### src/uart_hs_pkg.sv
// Overview of operation
// - Handshake on: start only while clear-to-send low.
// - A started frame runs to completion unless transmit init aborts it.
// - Transmit disable mid-frame: finish, keep pin control.
// - Handshake off: start as soon as data waits.
// - Request-to-send driven only with receive handshake enabled.
// - Drive low on receive enable, or after delay.
// - Drive high on valid start bit.
// - Drive high when receive disabled while idle.
// - Drive high when reception ends while disabled.
// - Drive high when receiver is initialised.
// - Four-bit delay, up to 120 bit-times, from stop middle.
// - Start bit during delay stops countdown, stays high.
// - Next stop bit restarts the full delay.
// - Address mode: MSB set means address, 8 or 9 bits.
// - MSB examined only on error-free characters.
// - Address byte: full flag, request, leave address mode.
// - Data byte: full flag but no request.
// - Error: no full flag; error flags and request.
// - Address mode suppresses overrun after first byte.
// - Unread address byte then new character: overrun.
// - First byte after enabling checks prior unread byte or status.
// - Full flag clears on low byte read or init.
// - Error-sum request on overrun, framing or parity error.
// - Three-sample majority at sixteen samples per bit.
package uart_hs_pkg;
  localparam logic [7:0] OFS_CONTROL = 8'h00;
  localparam logic [7:0] OFS_MODE = 8'h04;
  localparam logic [7:0] OFS_BAUD = 8'h08;
  localparam logic [7:0] OFS_DELAY = 8'h0C;
  localparam logic [7:0] OFS_TX_LOW = 8'h10;
  localparam logic [7:0] OFS_TX_HIGH = 8'h14;
  localparam logic [7:0] OFS_RX_LOW = 8'h18;
  localparam logic [7:0] OFS_RX_HIGH = 8'h1C;
  localparam logic [7:0] OFS_STATUS = 8'h20;
  localparam int CTRL_TX_EN = 0;
  localparam int CTRL_RX_EN = 1;
  localparam int CTRL_TX_INIT = 2;
  localparam int CTRL_RX_INIT = 3;
  localparam int CTRL_CTS_EN = 5;
  localparam int CTRL_RTS_EN = 6;
  localparam logic [7:0] CTRL_STORE_MASK = 8'h63;
  localparam int MODE_PAR_EN = 2;
  localparam int MODE_PAR_ODD = 3;
  localparam int MODE_ADDR_EN = 4;
  localparam logic [1:0] LEN_NINE = 2'h1;
  localparam int ST_TX_EMPTY = 0;
  localparam int ST_TX_DONE = 1;
  localparam int ST_OVERRUN = 2;
  localparam int ST_FRAMING = 3;
  localparam int ST_PARITY = 4;
  localparam int ST_ERR_SUM = 5;
  localparam int ST_RX_FULL = 6;
  localparam logic [3:0] SUB_LAST = 4'hF;
  localparam logic [3:0] SUB_START_CHECK = 4'h1;
  localparam logic [3:0] SUB_SMP_FIRST = 4'h7;
  localparam logic [3:0] SUB_SMP_MID = 4'h8;
  localparam logic [3:0] SUB_SMP_LAST = 4'h9;
  localparam logic [3:0] BITS_BASE = 4'h8;
  localparam int DELAY_STEP_SHIFT = 7;
  localparam logic [7:0] RST_CTRL = 8'h00;
  localparam logic [7:0] RST_MODE = 8'h00;
  localparam logic [7:0] RST_BAUD = 8'h00;
  localparam logic [3:0] RST_DELAY = 4'h0;

  typedef enum logic [2:0] {
    RX_IDLE = 3'b001,
    RX_START = 3'b010,
    RX_BITS = 3'b100
  } rx_state_t;

  typedef struct packed {
    logic [7:0] ctrl;
    logic [7:0] mode;
    logic [7:0] baud;
    logic [7:0] baud_cnt;
    logic [3:0] delay;
    logic [8:0] tx_buf;
    logic tx_empty;
    logic tx_done;
    logic tx_busy;
    logic [11:0] tx_sh;
    logic [3:0] tx_left;
    logic [3:0] tx_sub;
    logic tx_pin;
    logic tx_oe;
    rx_state_t rx_state;
    logic [3:0] rx_sub;
    logic [3:0] rx_idx;
    logic [1:0] rx_smp;
    logic [10:0] rx_sh;
    logic [8:0] rx_buf;
    logic rx_full;
    logic overrun;
    logic framing;
    logic parity;
    logic err_sum;
    logic err_unread;
    logic amode_first;
    logic rts;
    logic rts_run;
    logic [10:0] rts_cnt;
    logic full_irq;
    logic err_irq;
    logic ack;
    logic [8:0] dat;
  } state_t;
endpackage

### src/uart_hs.sv
`timescale 1ns/1ps
module uart_hs import uart_hs_pkg::*; (
  input wire logic sys_clk,
  input wire logic sys_rst,
  input wire logic wb_cyc,
  input wire logic wb_stb,
  input wire logic wb_we,
  input wire logic [7:0] wb_adr,
  input wire logic [3:0] wb_sel,
  input wire logic [31:0] wb_dat_w,
  output logic [31:0] wb_dat_r,
  output logic wb_ack,
  input wire logic clear_to_send_in,
  input wire logic serial_rx_pin,
  output logic serial_tx_pin,
  output logic serial_tx_oe,
  output logic request_to_send_out,
  output logic rx_full_irq,
  output logic error_sum_irq
);

  function automatic logic is_reg(input logic [7:0] a, input logic [7:0] ofs);
    return a == ofs;
  endfunction

  function automatic logic [10:0] delay_ticks(input logic [3:0] dly);
    return {7'h00, dly} << DELAY_STEP_SHIFT;
  endfunction

  state_t s_q;
  state_t s_d;

  logic acc, wr, rd;
  logic wr_ctrl, rx_init_ev, tx_init_ev, rd_rx_low, rd_status;
  logic tick, nine, par_en, amode, maj, sample_pt;
  logic [3:0] last_idx;
  logic start_ev, done_ev, bad, good, msb, ovr;
  logic [8:0] rx_data;
  logic rx_par, tx_par, load_ok;
  logic [11:0] frame;

  // A request is served once, at the same edge at which ack rises.
  assign acc = wb_cyc & wb_stb & ~s_q.ack;
  assign wr = acc & wb_we & wb_sel[0];
  assign rd = acc & ~wb_we;
  assign wr_ctrl = wr & is_reg(wb_adr, OFS_CONTROL);
  assign rx_init_ev = wr_ctrl & wb_dat_w[CTRL_RX_INIT];
  assign tx_init_ev = wr_ctrl & wb_dat_w[CTRL_TX_INIT];
  assign rd_rx_low = rd & is_reg(wb_adr, OFS_RX_LOW);
  assign rd_status = rd & is_reg(wb_adr, OFS_STATUS);

  assign tick = s_q.baud_cnt == s_q.baud;
  assign nine = s_q.mode[1:0] == LEN_NINE;
  assign par_en = s_q.mode[MODE_PAR_EN];
  assign amode = s_q.mode[MODE_ADDR_EN];
  assign last_idx = BITS_BASE + {3'h0, nine} + {3'h0, par_en};

  assign maj = (s_q.rx_smp[1] & s_q.rx_smp[0]) | (s_q.rx_smp[1] & serial_rx_pin)
             | (s_q.rx_smp[0] & serial_rx_pin);
  assign sample_pt = tick & (s_q.rx_sub == SUB_SMP_LAST);
  assign start_ev = (s_q.rx_state == RX_START) & sample_pt & ~maj;
  assign done_ev = (s_q.rx_state == RX_BITS) & sample_pt & (s_q.rx_idx == last_idx);

  assign rx_data = nine ? s_q.rx_sh[8:0] : {1'b0, s_q.rx_sh[7:0]};
  assign msb = nine ? s_q.rx_sh[8] : s_q.rx_sh[7];
  assign rx_par = nine ? s_q.rx_sh[9] : s_q.rx_sh[8];
  assign bad = ~maj | (par_en & (^rx_data ^ rx_par ^ s_q.mode[MODE_PAR_ODD]));
  assign good = done_ev & ~bad;

  // first byte only in address mode
  assign ovr = amode ? (s_q.amode_first & (s_q.rx_full | s_q.err_unread)) : s_q.rx_full;

  assign load_ok = ~s_q.tx_busy & s_q.ctrl[CTRL_TX_EN] & ~s_q.tx_empty
                 & (~s_q.ctrl[CTRL_CTS_EN] | ~clear_to_send_in);
  assign tx_par = par_en ? (^s_q.tx_buf[7:0] ^ (nine & s_q.tx_buf[8]) ^ s_q.mode[MODE_PAR_ODD])
                         : 1'b1;
  assign frame = nine ? {1'b1, tx_par, s_q.tx_buf, 1'b0}
                      : {2'b11, tx_par, s_q.tx_buf[7:0], 1'b0};

  always_comb begin
    s_d = s_q;
    s_d.ack = acc;
    s_d.dat = 9'h000;
    s_d.full_irq = 1'b0;
    s_d.err_irq = 1'b0;
    s_d.baud_cnt = tick ? 8'h00 : s_q.baud_cnt + 8'h01;

    if (rd) begin
      if (is_reg(wb_adr, OFS_CONTROL)) begin
        s_d.dat = {1'b0, s_q.ctrl};
      end else if (is_reg(wb_adr, OFS_MODE)) begin
        s_d.dat = {1'b0, s_q.mode};
      end else if (is_reg(wb_adr, OFS_BAUD)) begin
        s_d.dat = {1'b0, s_q.baud};
      end else if (is_reg(wb_adr, OFS_DELAY)) begin
        s_d.dat = {5'h00, s_q.delay};
      end else if (is_reg(wb_adr, OFS_RX_LOW)) begin
        s_d.dat = {1'b0, s_q.rx_buf[7:0]};
      end else if (is_reg(wb_adr, OFS_RX_HIGH)) begin
        s_d.dat = {8'h00, s_q.rx_buf[8]};
      end else if (is_reg(wb_adr, OFS_STATUS)) begin
        s_d.dat = {2'b00, s_q.rx_full, s_q.err_sum, s_q.parity, s_q.framing,
                   s_q.overrun, s_q.tx_done, s_q.tx_empty};
      end
    end
    if (rd_rx_low) begin
      s_d.rx_full = 1'b0;
    end
    if (rd_status) begin
      s_d.overrun = 1'b0;
      s_d.framing = 1'b0;
      s_d.parity = 1'b0;
      s_d.err_sum = 1'b0;
      s_d.err_unread = 1'b0;
    end

    // Transmitter.
    if (load_ok) begin
      s_d.tx_busy = 1'b1;
      s_d.tx_empty = 1'b1;
      s_d.tx_done = 1'b0;
      s_d.tx_sh = frame;
      s_d.tx_pin = 1'b0;
      s_d.tx_left = last_idx + 4'h1;
      s_d.tx_sub = 4'h0;
    end else if (s_q.tx_busy && tick) begin
      s_d.tx_sub = s_q.tx_sub + 4'h1;
      if (s_q.tx_sub == SUB_LAST) begin
        // ends only after the stop bit
        if (s_q.tx_left == 4'h0) begin
          s_d.tx_busy = 1'b0;
          s_d.tx_pin = 1'b1;
          s_d.tx_done = ~(s_q.ctrl[CTRL_TX_EN] & ~s_q.tx_empty
                          & (~s_q.ctrl[CTRL_CTS_EN] | ~clear_to_send_in));
        end else begin
          s_d.tx_sh = {1'b1, s_q.tx_sh[11:1]};
          s_d.tx_pin = s_q.tx_sh[1];
          s_d.tx_left = s_q.tx_left - 4'h1;
        end
      end
    end
    if (wr && is_reg(wb_adr, OFS_TX_LOW)) begin
      s_d.tx_buf[7:0] = wb_dat_w[7:0];
      s_d.tx_empty = 1'b0;
    end
    if (wr && is_reg(wb_adr, OFS_TX_HIGH)) begin
      s_d.tx_buf[8] = wb_dat_w[0];
    end
    if (tx_init_ev) begin
      s_d.tx_busy = 1'b0;
      s_d.tx_pin = 1'b1;
      s_d.tx_empty = 1'b1;
      s_d.tx_done = 1'b1;
    end

    // Configuration writes; hardware clearing of address mode comes later and wins.
    if (wr_ctrl) begin
      s_d.ctrl = wb_dat_w[7:0] & CTRL_STORE_MASK;
    end
    if (wr && is_reg(wb_adr, OFS_MODE)) begin
      s_d.mode = wb_dat_w[7:0];
      if (wb_dat_w[MODE_ADDR_EN] && !amode) begin
        s_d.amode_first = 1'b1;
      end
    end
    if (wr && is_reg(wb_adr, OFS_BAUD)) begin
      s_d.baud = wb_dat_w[7:0];
    end
    if (wr && is_reg(wb_adr, OFS_DELAY)) begin
      s_d.delay = wb_dat_w[3:0];
    end

    if ((s_q.rx_state != RX_IDLE) && tick) begin
      s_d.rx_sub = s_q.rx_sub + 4'h1;
      if (s_q.rx_sub == SUB_SMP_FIRST || s_q.rx_sub == SUB_SMP_MID) begin
        s_d.rx_smp = {s_q.rx_smp[0], serial_rx_pin};
      end
    end
    unique case (s_q.rx_state)
      RX_IDLE: begin
        if (tick && !serial_rx_pin && s_q.ctrl[CTRL_RX_EN]) begin
          s_d.rx_state = RX_START;
          s_d.rx_sub = 4'h0;
        end
      end
      RX_START: begin
        if (tick && s_q.rx_sub == SUB_START_CHECK && serial_rx_pin) begin
          s_d.rx_state = RX_IDLE;
        end else if (sample_pt) begin
          s_d.rx_state = maj ? RX_IDLE : RX_BITS;
          s_d.rx_idx = 4'h0;
        end
      end
      RX_BITS: begin
        if (sample_pt) begin
          s_d.rx_sh[s_q.rx_idx] = maj;
          s_d.rx_idx = s_q.rx_idx + 4'h1;
          if (done_ev) begin
            s_d.rx_state = RX_IDLE;
          end
        end
      end
      default: s_d.rx_state = RX_IDLE;
    endcase

    if (done_ev) begin
      if (amode) begin
        s_d.amode_first = 1'b0;
      end
      // overrun after address byte left unread
      if (ovr) begin
        s_d.overrun = 1'b1;
        s_d.err_sum = 1'b1;
        s_d.err_irq = 1'b1;
      end
      if (bad) begin
        s_d.framing = s_q.framing | ~maj;
        s_d.parity = s_q.parity | (maj & par_en);
        s_d.err_sum = 1'b1;
        s_d.err_unread = 1'b1;
        s_d.err_irq = 1'b1;
      end else begin
        s_d.rx_buf = rx_data;
        s_d.rx_full = 1'b1;
        // data byte silent in address mode
        s_d.full_irq = ~amode | msb;
        if (amode && msb) begin
          s_d.mode[MODE_ADDR_EN] = 1'b0;
        end
      end
    end

    if (s_q.rts_run && tick) begin
      s_d.rts_cnt = s_q.rts_cnt - 11'h001;
      if (s_q.rts_cnt == 11'h001) begin
        s_d.rts = 1'b0;
        s_d.rts_run = 1'b0;
      end
    end
    if (done_ev) begin
      if (s_q.ctrl[CTRL_RX_EN]) begin
        s_d.rts_cnt = delay_ticks(s_q.delay);
        s_d.rts_run = s_q.delay != 4'h0;
        s_d.rts = s_q.delay != 4'h0;
      end else begin
        s_d.rts = 1'b1;
      end
    end
    if (start_ev && s_q.ctrl[CTRL_RX_EN]) begin
      s_d.rts = 1'b1;
      s_d.rts_run = 1'b0;
    end
    if (wr_ctrl) begin
      if (wb_dat_w[CTRL_RX_EN] && !(s_q.ctrl[CTRL_RX_EN] && s_q.ctrl[CTRL_RTS_EN])) begin
        s_d.rts = 1'b0;
        s_d.rts_run = 1'b0;
      end
      if (!wb_dat_w[CTRL_RX_EN] && s_q.ctrl[CTRL_RX_EN] && s_q.rx_state == RX_IDLE) begin
        s_d.rts = 1'b1;
        s_d.rts_run = 1'b0;
      end
    end
    // init forces high and clears receive state
    if (rx_init_ev) begin
      s_d.rts = 1'b1;
      s_d.rts_run = 1'b0;
      s_d.rx_state = RX_IDLE;
      s_d.rx_full = 1'b0;
      s_d.overrun = 1'b0;
      s_d.framing = 1'b0;
      s_d.parity = 1'b0;
      s_d.err_sum = 1'b0;
      s_d.err_unread = 1'b0;
    end
    if (!s_d.ctrl[CTRL_RTS_EN]) begin
      s_d.rts = 1'b1;
      s_d.rts_run = 1'b0;
    end
    // pins stay owned until the frame ends
    s_d.tx_oe = s_d.ctrl[CTRL_TX_EN] | s_d.tx_busy;
  end

  always_ff @(posedge sys_clk) begin
    if (sys_rst) begin
      s_q <= '0;
      s_q.ctrl <= RST_CTRL;
      s_q.mode <= RST_MODE;
      s_q.baud <= RST_BAUD;
      s_q.delay <= RST_DELAY;
      s_q.tx_empty <= 1'b1;
      s_q.tx_done <= 1'b1;
      s_q.tx_pin <= 1'b1;
      s_q.rx_state <= RX_IDLE;
      s_q.rts <= 1'b1;
    end else begin
      s_q <= s_d;
    end
  end

  assign wb_ack = s_q.ack;
  assign wb_dat_r = {23'h000000, s_q.dat};
  assign serial_tx_pin = s_q.tx_pin;
  assign serial_tx_oe = s_q.tx_oe;
  assign request_to_send_out = s_q.rts;
  assign rx_full_irq = s_q.full_irq;
  assign error_sum_irq = s_q.err_irq;
endmodule

### config.mk
export PLATFORM = sky130hd
export DESIGN_NAME = uart_hs
export DESIGN_NICKNAME = d
export VERILOG_FILES = /design/src/uart_hs_pkg.sv /design/src/uart_hs.sv
export SDC_FILE = /design/constraint.sdc
export NUM_CORES = 1
export LEC_CHECK = 0
export ABC_AREA = 1
export ABC_CLOCK_PERIOD_IN_PS = 5600
export BUFFER_PORTS_ARGS = -buffer_cell sky130_fd_sc_hd__buf_4
export CORE_ASPECT_RATIO = 1.2
export CORE_MARGIN = 1
export CORE_UTILIZATION = 47
export DETAILED_ROUTE_END_ITERATION = 10
export GPL_ROUTABILITY_DRIVEN = 0
export PLACE_DENSITY = 0.75
export SLEW_MARGIN = 0
export SYNTH_ARGS = -nofsm -noshare
export SYNTH_HDL_FRONTEND = slang
export SYNTH_SLANG_ARGS = --single-unit
### constraint.sdc
create_clock -name sys_clk -period 5.6 [get_ports sys_clk]
set_clock_uncertainty 0.2 [all_clocks]
set_input_delay 0.28 -clock sys_clk [delete_from_list [all_inputs] [get_ports sys_clk]]
set_output_delay 0.28 -clock sys_clk [all_outputs]
set_load 0.02 [all_outputs]
==> run_results.csv <==
group,metric,value,unit
hold_path,min_path_type,"in2reg",
pwr,p_int,1.69,mW
layout,utilization,54.6,%
floorplanning,die_w,113,µm
status,status,"complete, no violations",
critical_path,cp_common_cell,"nor2_1",
critical_path,worstPathRequired,5710,ps
critical_path,crit_buf_inv,4,
floorplanning,placeableCoreArea,14400,µm²
floorplanning,start_util,48.0,%
timing,tns,0,ps
timing,finalSetupViolCount,0,
cts,cts_tree,"yes",
synthesis,yosys.area.top_type,"dfxtp_1",
grt,use_met1,28.7,%
critical_path,critical_path_class,"in2reg",
grt,grt_use_met3,3.77,%
layout,areaGrowthSynthToFinish,13.7,%
route,final_antenna_net_count,0,
critical_path,cp_slowest_cell,"nor2_1",
pwr,p_seq_share,42.0,%
layout,drive_above_1_share,9.39,%
critical_path,cp_slowest_stage_delay,770,ps
route,wl_per_cell,13.6,µm
floorplanning,num_rows,48,
pwr,peakVddDrop,0.000213,V
cts,clock-sinks,128,
layout,mostFrequentLayoutCells,"nand2_1, inv_1, dfxtp_1",
grt,grt_pass1_vias,5933,
timing,post-route-period-util,53.2,%
timing,min_period,2980,ps
layout,fin_nets,1137,
cts,cts_root_buffer,"clkbuf_16",
timing,worstMarginPinSlew,836,ps
pwr,switching_share,23.6,%
cts,cts_buffer_depth,2,
critical_path,worst_path_dominant_cell_family,"simple AND/OR/NAND/NOR gates",
cts,cts_resized,0,
route,first_pass_iters,6,
layout,antenna_cells,0,
route,via_count,6625,
timing,slew_viol_final,0,
critical_path,crit_arrival,3090,ps
grt,grt_overflow_total,0,
synthesis,yosysSeqAreaShare,37.0,%
timing,rsz0062_at_grt,"no",
placement,hpwl,12.2,mm
grt,use_met2,39.9,%
grt,grt_max_degree,55,
critical_path,crit_fanout,15,
cts,clk_latency,410,ps
grt,grt_usage,22.9,%
synthesis,yosys-top-cells-area,"dfxtp_1, nand2_1, inv_1",
route,drc,0,
critical_path,cp_cell_sequence,"dlygate4sd3_1, buf_4, nand2_1, dlygate4sd3_1, nor2_1, nand3_1, nor2_1, inv_1, nor2_1, nor2_1",
cts,postCtsSetupBuffers,0,
cts,htree_levels,4,
cts,hold_buffers,9,
floorplanning,fp.dieH,135,µm
pwr,combPwrFrac,6.3,%
grt,grt_pass1_wl,27.7,mm
synthesis,synth_cell_types,39,
floorplanning,die_area,15200,µm²
layout,final_common_cell,"nand2_1",
layout,fillers,1357,
synthesis,synth_top_area_share,37.0,%
grt,busiest_layer,"met2",
route,via_per_inst,5.25,
grt,antenna_found_initial,0,
synthesis,syn-cell-area,6920,µm²
synthesis,yosys_warnings,0,
cts,clk_pin_slew,60,ps
synthesis,ys_seq_elements,128,
timing,hold_viol,0,
floorplanning,io-pin-count,89,
timing,maxSlewHeadroom,43.5,%
pwr,power_density,281,nW/µm²
critical_path,cp-end-kind,"register",
pwr,clkPwrFrac,51.7,%
route,drt_iter0_markers,550,
synthesis,netlist_instances,1038,
route,routed_wl,17.1,mm
job,drv_cap,0,
critical_path,timing.critical_path.from_type,"input port",
cts,cts_buffers,17,
placement,io_buffers,37,
pwr,power.leakage,3.46,nW
synthesis,avgSynthCellArea,6.67,µm²
pwr,switching_power,0.522,mW
timing,fmax,336,MHz
## synthesized netlist by cell type
| master | count |
|---|---|
| or2_2 | 4 |
| o211ai_1 | 4 |
| nand3_2 | 2 |
| nand3b_1 | 2 |
| a31oi_1 | 9 |
| ha_1 | 13 |
| a21oi_1 | 82 |
| dfxtp_1 | 128 |
| o32ai_1 | 1 |
| nor3_2 | 3 |
| o21bai_1 | 3 |
| nand2_4 | 4 |
| nor2_1 | 120 |
| nor4_1 | 1 |
| buf_4 | 33 |
| buf_6 | 3 |
| nor3_1 | 16 |
| o31ai_1 | 1 |
| nand3_1 | 69 |
| nor3b_1 | 2 |
| conb_1 | 1 |
| xnor2_1 | 4 |
| nand2_1 | 250 |
| nand4_1 | 19 |
| a211oi_1 | 2 |
| clkinv_1 | 1 |
| a211oi_2 | 1 |
| o41ai_1 | 1 |
| o21a_1 | 4 |
| nand4_2 | 1 |
| clkbuf_1 | 18 |
| inv_2 | 5 |
| xor2_1 | 15 |
| nor2_4 | 5 |
| o21ai_0 | 68 |
| nor2_2 | 5 |
| inv_1 | 135 |
| nand2_2 | 2 |
| o22ai_1 | 1 |
## state kept, by name (all words and copies together) (netlist names)
name                 flops
rx_full_irq              1
error_sum_irq            1
wb_ack                   1
wb_dat_r                 8
amode                    1
par_en                   1
serial_tx_pin            1
s_q                    112
serial_tx_oe             1
request_to_send_out      1
## stage by stage
stage	setup slack, ps	std cells	total power [mW]	hold slack (ps)	instance area, µm²
after floorplan	3340	1061	1.06	215	7010
after global placement	2800	1220	1.08	248	7170
after detailed placement	2770	1220	1.08	256	7170
after CTS	2680	1261	2.22	19.6	7870
after global routing	2360	1261	2.28	41.3	7870
final	2620	1261	2.21	25.5	7870
## layout make-up
cell class | instances | area (µm²) | share of cell area, %
Multi-Input combinational cell | 738 | 3570 | 45.4
Sequential cell | 128 | 2560 | 32.6
Inverter | 141 | 529 | 6.72
Clock buffer | 19 | 453 | 5.76
Timing Repair Buffer | 47 | 375 | 4.77
Tap cell | 175 | 219 | 2.78
Clock inverter | 13 | 161 | 2.05
## kinds of logic (layout without fill, tap and decap cells)
family / Yosys count / in the layout / synth area share [%]
xor+xnor: 19 / 19 / 2.40
flops: 128 / 128 / 37.0
compound gates: 177 / 177 / 13.7
buf+inv: 195 / 220 / 12.7
simple gates: 505 / 505 / 31.8
other cells: 1 / 24 / 0.0542
fa+ha+maj: 13 / 13 / 2.35
## routing by layer
metal / vias to the layer above / routed length [µm]
met2: 206 / 8400
met1: 3042 / 7480
met3: 26 / 842
met5: - / 0
met4: 0 / 367
li1: 3351 / -
## power groups by stage
stage | combinational (mW) | clock (mW) | sequential (mW)
2_1_floorplan | 0.109 | 0 | 0.947
3_3_place_gp | 0.132 | 0 | 0.948
3_5_place_dp | 0.133 | 0 | 0.949
4_1_cts | 0.139 | 1.15 | 0.929
5_1_grt | 0.157 | 1.19 | 0.929
6_report | 0.140 | 1.14 | 0.929
## final timing paths
| path | start | endpoint | slack, ps | cells after the start |
|---|---|---|---|---|
| max | wb_stb | s_q[124] | 2620 | 10 |
| min | wb_dat_w[3] | s_q[93] | 30 | 3 |
| max reg2reg | s_q[108] | s_q[26] | 2720 | 10 |
| min reg2reg | s_q[53] | s_q[53] | 260 | 2 |
## worst reg2reg max path, stage by stage, from the launching register on
cell and delay (ps):
dfxtp_1 420, inv_2 80, nand2_1 60, nand2_1 40
nor2_1 90, nand2_1 90, nor2_2 600, nand4_2 400
nor3_1 500, nand2_1 140, a21oi_1 180
Note: power is estimated with default switching activity, not from simulation.
